File: src/hdl/fnacc_map.vh
// constants for the fractional-n bcd accumulator
`ifndef FNACC_MAP_VH
`define FNACC_MAP_VH
`define FNACC_RING_LEN 10
`define FNACC_HALF_LEN 5
`define FNACC_RING_START 10'h001
`define FNACC_IDX_LAST 3'h4
`define FNACC_IDX_ZERO 3'h0
`define FNACC_IDX_STEP 3'h1
`define FNACC_FIRST_STAGES 4
`define FNACC_SECOND_STAGES 5
`define FNACC_BCD_MAX 5'h09
`define FNACC_BCD_FIX 5'h06
`define FNACC_NIB_ZERO 4'h0
`define FNACC_NIB_ONE 4'h1
`define FNACC_NIB_NINE 4'h9
`define FNACC_CNT_ZERO 8'h00
`define FNACC_CNT_ONE 8'h01
`define FNACC_SHIFT_W 32
`define FNACC_SHIFT_ZERO 32'h00000000
`define FNACC_FRAC_LO 0
`define FNACC_FRAC_HI 19
`define FNACC_D100K_LO 20
`define FNACC_D100K_HI 23
`define FNACC_D1M_LO 24
`define FNACC_D1M_HI 27
`define FNACC_D10M_LO 28
`define FNACC_D10M_HI 31
`define FNACC_SYNC_W 5
`define FNACC_S_REF 0
`define FNACC_S_SDATA 1
`define FNACC_S_SCLK 2
`define FNACC_S_STRB 3
`define FNACC_S_PRESC 4
`endif

File: src/hdl/fnacc_bcd_add.v
// one bcd digit adder with carry in and carry out
`timescale 1ns/10ps
`include "fnacc_map.vh"
module fnacc_bcd_add
(
    input wire [3:0] a_in,
    input wire [3:0] b_in,
    input wire carry_in,
    output reg [3:0] sum_out,
    output reg carry_out
);
    reg [4:0] raw;
    reg [4:0] fixed;

    // past nine the digit wraps through zero and a carry leaves
    always @*
    begin
        raw = {1'b0, a_in} + {1'b0, b_in} + {4'h0, carry_in};
        fixed = raw + `FNACC_BCD_FIX;
        if (raw > `FNACC_BCD_MAX)
        begin
            sum_out = fixed[3:0];
            carry_out = 1'b1;
        end
        else
        begin
            sum_out = raw[3:0];
            carry_out = 1'b0;
        end
    end
endmodule // fnacc_bcd_add

File: src/hdl/fnacc_top.v
// digital control of the fractional-n synthesizer: accumulator and divider
`timescale 1ns/10ps
`include "fnacc_map.vh"
module fnacc_top
(
    input wire sys_clk_in,
    input wire reset_n_in,
    input wire ref_1mhz_in,
    input wire ser_data_in,
    input wire ser_clock_in,
    input wire ser_strobe_in,
    input wire presc_out_in,
    output reg modulus_control_first_out,
    output reg modulus_control_second_out,
    output reg div_var_out,
    output reg div_var_n_out,
    output reg phase_ref_out,
    output reg half_sel_out,
    output reg carry_pulse_out,
    output reg [3:0] int_digit_out,
    output reg [3:0] digit_1m_out,
    output reg [3:0] digit_10m_out,
    output reg [3:0] dac_a_out,
    output reg [3:0] dac_b_out
);
    ////////////////////////////////////////////////////////////////////////
    // pin synchronisers: stage one is read only by stage two
    reg [`FNACC_SYNC_W-1:0] sync1_q;
    reg [`FNACC_SYNC_W-1:0] sync2_q;
    reg [`FNACC_SYNC_W-1:0] sync3_q;
    wire tick;
    wire sclk_rise;
    wire strobe_rise;
    wire presc_rise;
    always @(posedge sys_clk_in or negedge reset_n_in)
    begin
        if (!reset_n_in)
        begin
            sync1_q <= {`FNACC_SYNC_W{1'b0}};
            sync2_q <= {`FNACC_SYNC_W{1'b0}};
            sync3_q <= {`FNACC_SYNC_W{1'b0}};
        end
        else
        begin
            sync1_q <= {presc_out_in, ser_strobe_in, ser_clock_in,
                        ser_data_in, ref_1mhz_in};
            sync2_q <= sync1_q;
            sync3_q <= sync2_q;
        end
    end

    // rising edges of the synchronised pins other than serial data, one sys clock wide
    assign tick = sync2_q[`FNACC_S_REF] & ~sync3_q[`FNACC_S_REF];
    assign sclk_rise = sync2_q[`FNACC_S_SCLK] & ~sync3_q[`FNACC_S_SCLK];
    assign strobe_rise = sync2_q[`FNACC_S_STRB] & ~sync3_q[`FNACC_S_STRB];
    assign presc_rise = sync2_q[`FNACC_S_PRESC] & ~sync3_q[`FNACC_S_PRESC];
    ////////////////////////////////////////////////////////////////////////
    // serial load: shift chain, strobe delayed one cycle, then parallel load
    reg [`FNACC_SHIFT_W-1:0] shift_q;
    reg [`FNACC_SHIFT_W-1:0] digits_q;
    reg strobe_dly_q;
    always @(posedge sys_clk_in or negedge reset_n_in)
    begin
        if (!reset_n_in)
        begin
            shift_q <= `FNACC_SHIFT_ZERO;
            digits_q <= `FNACC_SHIFT_ZERO;
            strobe_dly_q <= 1'b0;
        end
        else
        begin
            if (sclk_rise)
                shift_q <= {sync2_q[`FNACC_S_SDATA],
                            shift_q[`FNACC_SHIFT_W-1:1]};
            strobe_dly_q <= strobe_rise;
            if (strobe_dly_q)
                digits_q <= shift_q; // one decade per nibble, 1 Hz lowest
        end
    end

    ////////////////////////////////////////////////////////////////////////
    // ten-state ring counter on the 1 mhz reference and half control
    reg [`FNACC_RING_LEN-1:0] ring_q;
    reg half_q;
    reg [2:0] idx_q;
    always @(posedge sys_clk_in or negedge reset_n_in)
    begin
        if (!reset_n_in)
        begin
            ring_q <= `FNACC_RING_START;
            half_q <= 1'b0;
            idx_q <= `FNACC_IDX_ZERO;
        end
        else if (tick)
        begin
            ring_q <= {ring_q[`FNACC_RING_LEN-2:0],
                       ring_q[`FNACC_RING_LEN-1]};
            if (idx_q == `FNACC_IDX_LAST)
            begin
                idx_q <= `FNACC_IDX_ZERO;
                half_q <= ~half_q; // five clocks each half, endless
            end
            else
                idx_q <= idx_q + `FNACC_IDX_STEP;
        end
    end
    ////////////////////////////////////////////////////////////////////////
    // operand selection for the accumulating adder
    reg [3:0] stored_digit;
    reg [3:0] b_operand;
    reg [3:0] stage1_q [0:`FNACC_FIRST_STAGES-1];
    reg [3:0] stage2_q [0:`FNACC_SECOND_STAGES-1];
    wire [3:0] four_out;
    wire [3:0] five_out;
    assign four_out = stage1_q[`FNACC_FIRST_STAGES-1];
    assign five_out = stage2_q[`FNACC_SECOND_STAGES-1];
    // digit storage drives b only in the first half, buffer only in second
    always @*
    begin
        case (idx_q)
            3'h0: stored_digit = digits_q[3:0];
            3'h1: stored_digit = digits_q[7:4];
            3'h2: stored_digit = digits_q[11:8];
            3'h3: stored_digit = digits_q[15:12];
            3'h4: stored_digit = digits_q[19:16];
            default: stored_digit = `FNACC_NIB_ZERO;
        endcase
        if (half_q)
            b_operand = four_out; // recirculated first-pass results
        else
            b_operand = stored_digit; // one digit per ring step
    end
    ////////////////////////////////////////////////////////////////////////
    // accumulating adder, sum latch and carry feedback
    reg [3:0] sum_latch_q;
    reg carry_latch_q;
    wire [3:0] acc_sum;
    wire acc_carry;
    wire carry_into_acc;
    // a digit's carry must not leak into the first digit of the next half
    assign carry_into_acc = carry_latch_q & (idx_q != `FNACC_IDX_ZERO);
    fnacc_bcd_add acc_adder
    (
        .a_in(five_out),
        .b_in(b_operand),
        .carry_in(carry_into_acc),
        .sum_out(acc_sum),
        .carry_out(acc_carry)
    );
    always @(posedge sys_clk_in or negedge reset_n_in)
    begin
        if (!reset_n_in)
        begin
            sum_latch_q <= `FNACC_NIB_ZERO;
            carry_latch_q <= 1'b0;
        end
        else if (tick)
        begin
            sum_latch_q <= acc_sum; // wrapped digit, carry kept apart
            carry_latch_q <= acc_carry; // reclocked to next digit
        end
    end
    ////////////////////////////////////////////////////////////////////////
    // delay sections: four stages feeding five stages
    integer i;
    always @(posedge sys_clk_in or negedge reset_n_in)
    begin
        if (!reset_n_in)
        begin
            for (i = 0; i < `FNACC_FIRST_STAGES; i = i + 1)
                stage1_q[i] <= `FNACC_NIB_ZERO;
            for (i = 0; i < `FNACC_SECOND_STAGES; i = i + 1)
                stage2_q[i] <= `FNACC_NIB_ZERO;
        end
        else if (tick)
        begin
            stage1_q[0] <= sum_latch_q;
            for (i = 1; i < `FNACC_FIRST_STAGES; i = i + 1)
                stage1_q[i] <= stage1_q[i-1];
            stage2_q[0] <= four_out; // four-stage output into five
            for (i = 1; i < `FNACC_SECOND_STAGES; i = i + 1)
                stage2_q[i] <= stage2_q[i-1];
        end
    end

    ////////////////////////////////////////////////////////////////////////
    // overflow carry: caught on the last digit, realigned, then applied
    reg ovf_catch_q;
    reg ovf_align_q;
    wire [3:0] int_sum;
    always @(posedge sys_clk_in or negedge reset_n_in)
    begin
        if (!reset_n_in)
        begin
            ovf_catch_q <= 1'b0;
            ovf_align_q <= 1'b0;
            carry_pulse_out <= 1'b0;
        end
        else
        begin
            carry_pulse_out <= tick & acc_carry; // one sys clock pulse
            if (tick)
            begin
                // only the top digit's carry counts as overflow
                ovf_catch_q <= acc_carry & (idx_q == `FNACC_IDX_LAST);
                ovf_align_q <= ovf_catch_q; // further latch stage
            end
        end
    end

    // the integer digit wraps like any bcd decade; its carry is unused
    fnacc_bcd_add int_adder
    (
        .a_in(digits_q[`FNACC_D100K_HI:`FNACC_D100K_LO]),
        .b_in(`FNACC_NIB_ZERO),
        .carry_in(ovf_align_q),
        .sum_out(int_sum),
        .carry_out()
    );

    always @(posedge sys_clk_in or negedge reset_n_in)
    begin
        if (!reset_n_in)
        begin
            int_digit_out <= `FNACC_NIB_ZERO;
            digit_1m_out <= `FNACC_NIB_ZERO;
            digit_10m_out <= `FNACC_NIB_ZERO;
            half_sel_out <= 1'b0;
        end
        else
        begin
            int_digit_out <= int_sum; // changes with each overflow carry
            digit_1m_out <= digits_q[`FNACC_D1M_HI:`FNACC_D1M_LO];
            digit_10m_out <= digits_q[`FNACC_D10M_HI:`FNACC_D10M_LO];
            half_sel_out <= half_q;
        end
    end
    ////////////////////////////////////////////////////////////////////////
    // four by four result store feeding the dac
    reg [3:0] store_q [0:3];
    reg word_pair_select_q;
    reg write_enable_q;
    wire [1:0] wr_addr;
    wire half_end;
    integer j;
    assign half_end = tick & (idx_q == `FNACC_IDX_LAST);
    // pair from the toggle, word a or b from the half
    assign wr_addr = {word_pair_select_q, half_q};
    always @(posedge sys_clk_in or negedge reset_n_in)
    begin
        if (!reset_n_in)
        begin
            for (j = 0; j < 4; j = j + 1)
                store_q[j] <= `FNACC_NIB_ZERO;
            word_pair_select_q <= 1'b0;
            write_enable_q <= 1'b0;
            dac_a_out <= `FNACC_NIB_ZERO;
            dac_b_out <= `FNACC_NIB_ZERO;
        end
        else
        begin
            write_enable_q <= half_end;
            if (half_end)
                store_q[wr_addr] <= five_out;
            // halved control: all four words over two accumulations
            if (half_end & half_q)
                word_pair_select_q <= ~word_pair_select_q;
            // outputs move only while write enable is high
            if (write_enable_q)
            begin
                dac_a_out <= store_q[{word_pair_select_q, 1'b0}];
                dac_b_out <= store_q[{word_pair_select_q, 1'b1}];
            end
        end
    end

    ////////////////////////////////////////////////////////////////////////
    // three-decade divider on prescaler edges, ten/eleven modulus
    reg [3:0] unit_cnt_q;
    reg [7:0] upper_cnt_q;
    reg div_pulse_q;
    reg mod_ctl_q;
    wire unit_tc;
    wire [7:0] upper_load;
    assign unit_tc = (unit_cnt_q == `FNACC_NIB_ZERO);
    // 10 mhz and 1 mhz digits as a binary count of prescaler cycles
    assign upper_load = ({4'h0, digits_q[`FNACC_D10M_HI:`FNACC_D10M_LO]} << 3)
                      + ({4'h0, digits_q[`FNACC_D10M_HI:`FNACC_D10M_LO]} << 1)
                      + {4'h0, digits_q[`FNACC_D1M_HI:`FNACC_D1M_LO]};
    always @(posedge sys_clk_in or negedge reset_n_in)
    begin
        if (!reset_n_in)
        begin
            unit_cnt_q <= `FNACC_NIB_ZERO;
            upper_cnt_q <= `FNACC_CNT_ZERO;
            div_pulse_q <= 1'b0;
            mod_ctl_q <= 1'b0;
        end
        else if (presc_rise)
        begin
            mod_ctl_q <= ~unit_tc; // divide by eleven until tc, inverted
            if (upper_cnt_q <= `FNACC_CNT_ONE)
            begin
                upper_cnt_q <= upper_load; // programmed by the digits
                unit_cnt_q <= int_digit_out;
                div_pulse_q <= 1'b1;
            end
            else
            begin
                upper_cnt_q <= upper_cnt_q - `FNACC_CNT_ONE;
                if (!unit_tc)
                    unit_cnt_q <= unit_cnt_q - `FNACC_NIB_ONE;
                div_pulse_q <= 1'b0;
            end
        end
    end

    // reclocked divider and reference go to the phase comparator
    always @(posedge sys_clk_in or negedge reset_n_in)
    begin
        if (!reset_n_in)
        begin
            modulus_control_first_out <= 1'b0;
            modulus_control_second_out <= 1'b0;
            div_var_out <= 1'b0;
            div_var_n_out <= 1'b1;
            phase_ref_out <= 1'b0;
        end
        else
        begin
            modulus_control_first_out <= mod_ctl_q;
            modulus_control_second_out <= mod_ctl_q;
            if (presc_rise)
            begin
                div_var_out <= div_pulse_q;
                div_var_n_out <= ~div_pulse_q;
            end
            if (tick) // ring's upper five states, reclocked
                phase_ref_out <= |ring_q[`FNACC_RING_LEN-1:`FNACC_HALF_LEN];
        end
    end
endmodule // fnacc_top

File: config.mk
export PLATFORM = sky130hd
export DESIGN_NAME = fnacc_top
export DESIGN_NICKNAME = d
export VERILOG_FILES = /design/src/hdl/fnacc_bcd_add.v /design/src/hdl/fnacc_top.v
export VERILOG_INCLUDE_DIRS = /design/src /design/src/hdl
export SDC_FILE = /design/constraint.sdc
export NUM_CORES = 1
export LEC_CHECK = 0
export ABC_AREA = 0
export BUFFER_PORTS_ARGS = -buffer_cell sky130_fd_sc_hd__buf_2
export CAP_MARGIN = 10
export CORE_ASPECT_RATIO = 1.75
export CORE_MARGIN = 1
export CORE_UTILIZATION = 40
export DETAILED_ROUTE_END_ITERATION = 8
export PLACE_DENSITY = 0.55
export REMOVE_ABC_BUFFERS = 1
export SYNTH_ARGS = -nofsm -noshare
export SYNTH_HDL_FRONTEND = slang
export SYNTH_SLANG_ARGS = --single-unit
export TNS_END_PERCENT = 5
File: constraint.sdc
create_clock -name sys_clk_in -period 8.75 [get_ports sys_clk_in]
set_input_delay 0.4375 -clock sys_clk_in [delete_from_list [all_inputs] [get_ports sys_clk_in]]
set_output_delay 0.4375 -clock sys_clk_in [all_outputs]
set_load 0.03 [all_outputs]
==> impl_metrics.json <==
{
  "die_y_um": 190.4,
  "ys_warn_count": 0,
  "vias": 5012,
  "syn_inst": 689,
  "hpwl_um": 10080,
  "port_buffers": 33,
  "synth_top_cell_by_area": "dfrtp_1",
  "switching_share_pct": 32.39,
  "wl_per_cell_um": 15.27,
  "p_seq_share_pct": 45.9,
  "timing.fmax_mhz": 257.3,
  "post-route-drc-count": 0,
  "leakage_nw": 4.488,
  "drtIter0Drc": 198,
  "synth-edff-count": 0,
  "combinationalPowerShare_pct": 24.0,
  "critical_path_required_ns": 9.09,
  "grt_pass1_vias": 5200,
  "drv_slew": 0,
  "cts_tree": "done",
  "placementRows": 68,
  "finalPower_mw": 2.640,
  "wl_um": 14890,
  "min_path_type": "in2async",
  "cts_buffers": 17,
  "powerDensity_mw_per_mm2": 289.1,
  "via_per_inst": 5.141,
  "status": "completed",
  "synth_most_common_cell": "dfrtp_1",
  "n_antenna_cell": 0,
  "hold_buffers": 0,
  "postCtsSetupRepairBufs": 0,
  "core_mm2": 0.01982,
  "fill_cells": 1848,
  "yosysUniqueCellTypes": 54,
  "p_sw_uw": 855.1,
  "reg2reg_depth": 14,
  "hold_viol_final": 0,
  "netlist_area_mm2": 0.008114,
  "antenna_left": 0,
  "fin_skew_ns": 0.01005,
  "intPower_mw": 1.785,
  "grt-ovfl-total": 0,
  "period_share_pct": 44.41,
  "finalSetupViolCount": 0,
  "critPathCaptureType": "flop",
  "cts_resized": 0,
  "gp_congestion": 0.8226,
  "max-vdd-ir-drop_mv": 0.1720,
  "cts_root_buf": "clkbuf_16",
  "cp-start-kind": "flop",
  "cp_max_fo": 8,
  "drt_first_pass_iters": 4,
  "final_nets": 751,
  "ys_ff_latch": 194,
  "worst_skew_pair.late_latency_ns": 0.43,
  "cts.sink_count": 194,
  "fp.dieW_um": 109.7,
  "die_area_mm2": 0.02088,
  "seq_area_mm2": 0.004857,
  "syn_area_per_cell_um2": 11.78,
  "drive_gt1_share_pct": 19.45,
  "htreeDepth": 4,
  "clk_path_buf_depth": 2,
  "path_clk_slew_ns": 0.07,
  "ys_top_cells_by_count": "dfrtp_1, nand2_1, mux2_2",
  "crit_type": "reg2reg",
  "yosys.area.top_type_share_pct": 59.21,
  "synth.area.top_cells": "dfrtp_1, mux2_2, nand2_1",
  "drv_cap": 0,
  "fin_crit_ns": 3.886,
  "track_usage_pct": 15.78,
  "io_pins": 34,
  "relSlewSlack_pct": 46.99,
  "ys.flop_type": "dfrtp_1",
  "start_util_pct": 40.93,
  "grt_pass1_wl_um": 25440,
  "yosysSeqAreaShare_pct": 59.86,
  "rsz0062_at_grt": "no",
  "arrival_ns": 4.22,
  "async_flop_share_pct": 100.0,
  "clkPwrFrac_pct": 30.1,
  "fin_setup_tns_ns": 0,
  "areaGrowthSynthToFinish_pct": 12.55,
  "worst_pin_slew_ns": 0.7952,
  "grt_antenna_before_repair": 0,
  "multiInputGateArea_mm2": 0.003082,
  "grt_start_max_net_pins": 74
}
-- state kept, by name, indices dropped and copies added (netlist names), 3 cells and up --
name           count
dac_a_out          4
digit_10m_out      4
store_q           16
int_digit_out      4
dac_b_out          4
stage1_q          12
stage2_q          16
sync3_q            4
five_out           4
sync2_q            5
ring_q            10
digits_q          32
four_out           4
shift_q           32
sum_latch_q        4
digit_1m_out       4
idx_q              3
upper_cnt_q        8
sync1_q            5
unit_cnt_q         4
-- layer usage --
layer	vias up	global-route usage, %	wire length (um)
met1	2522	17.80	6071
met3	23	3.794	414
met4	0	6.667	345
met5	-	0	0
li1	2402	-	-
met2	65	27.89	8056
-- kinds of logic (layout without fill, tap and decap cells) --
group | after synthesis | after routing | share of synthesized area [%]
mux | 88 | 88 | 12.07
flops | 194 | 194 | 59.86
compound gates | 94 | 94 | 7.741
simple gates | 230 | 230 | 12.43
fa+ha+maj | 27 | 27 | 4.534
buf+inv | 46 | 87 | 2.282
xor+xnor | 10 | 10 | 1.079
-- cell type report --
type                            instances  share of cell area [%]
Sequential cell                       194                   53.19
Multi-Input combinational cell        449                   33.74
Clock buffer                           21                   4.932
Tap cell                              245                   3.357
Timing Repair Buffer                   40                   2.480
Clock inverter                         11                   1.685
Inverter                               15                  0.6165
-- critical path: stages (launching register included) --
cell	delay [ns]
dfrtp_1	0.42
inv_1	0.10
ha_1	0.30
and2_1	0.23
a222oi_1	0.26
o21ai_1	0.15
a22o_1	0.24
fa_1	0.41
inv_1	0.08
fa_1	0.49
ha_1	0.25
a31o_1	0.22
o311ai_4	0.35
nor2_1	0.11
a311oi_2	0.19
-- through the flow --
step / std cells / instance area [um^2] / setup slack [ns] / hold WS [ns] / utilization [%]
detailed placement: 943 / 8528 / 4.915 / 0.3347 / 43.02
global placement: 943 / 8528 / 5.075 / 0.3336 / 43.02
CTS: 975 / 9133 / 4.909 / 0.004637 / 46.07
finish: 975 / 9133 / 4.864 / 0.007615 / 46.07
global route: 975 / 9133 / 4.655 / 0.04493 / 46.07
floorplan: 658 / 7985 / 5.247 / 0.1419 / -
-- worst paths after layout --
check / from / to / slack, ns
max: idx_q[0] / sum_latch_q[2] / 4.86
min: reset_n_in / sync2_q[1] / 0.008
max reg2reg: idx_q[0] / sum_latch_q[2] / 4.86
min reg2reg: sync1_q[3] / sync2_q[3] / 0.35
max in group asynchronous: reset_n_in / stage1_q[7] / 6.78
min in group sys_clk_in: ser_data_in / sync1_q[1] / 0.11
-- cell usage in the layout, fill, tap and decap left out, types with 3 or more instances in the layout --
cell type	count
a222oi_1	4
xnor2_1	4
o22ai_1	3
dfrtp_1	192
inv_1	15
a22o_1	6
or2_1	3
o21ai_0	5
mux2_1	20
mux2_2	59
clkinvlp_4	5
nand2b_1	4
xor2_1	6
nor2_1	22
nor2b_1	6
mux2i_1	9
a31oi_1	6
buf_2	32
nand3_1	5
and3_1	3
bufinv_16	3
nor3_1	6
ha_1	23
fa_1	4
o21ai_1	20
a21oi_1	24
clkbuf_16	17
o22a_1	3
nand2_1	163
a21o_1	3
a22oi_1	7
buf_4	7
clkbuf_1	3
-- power by group through the flow --
| stage | clock (mW) | sequential, mW | combinational [mW] |
|---|---|---|---|
| finish | 0.795 | 1.21 | 0.634 |
| floorplan | 0 | 1.29 | 0.380 |
| global route | 0.858 | 1.24 | 0.707 |
| global placement | 0 | 1.22 | 0.617 |
| detailed placement | 0 | 1.23 | 0.640 |
| CTS | 0.827 | 1.21 | 0.645 |
No activity file was read; power rests on OpenSTA's default activity.
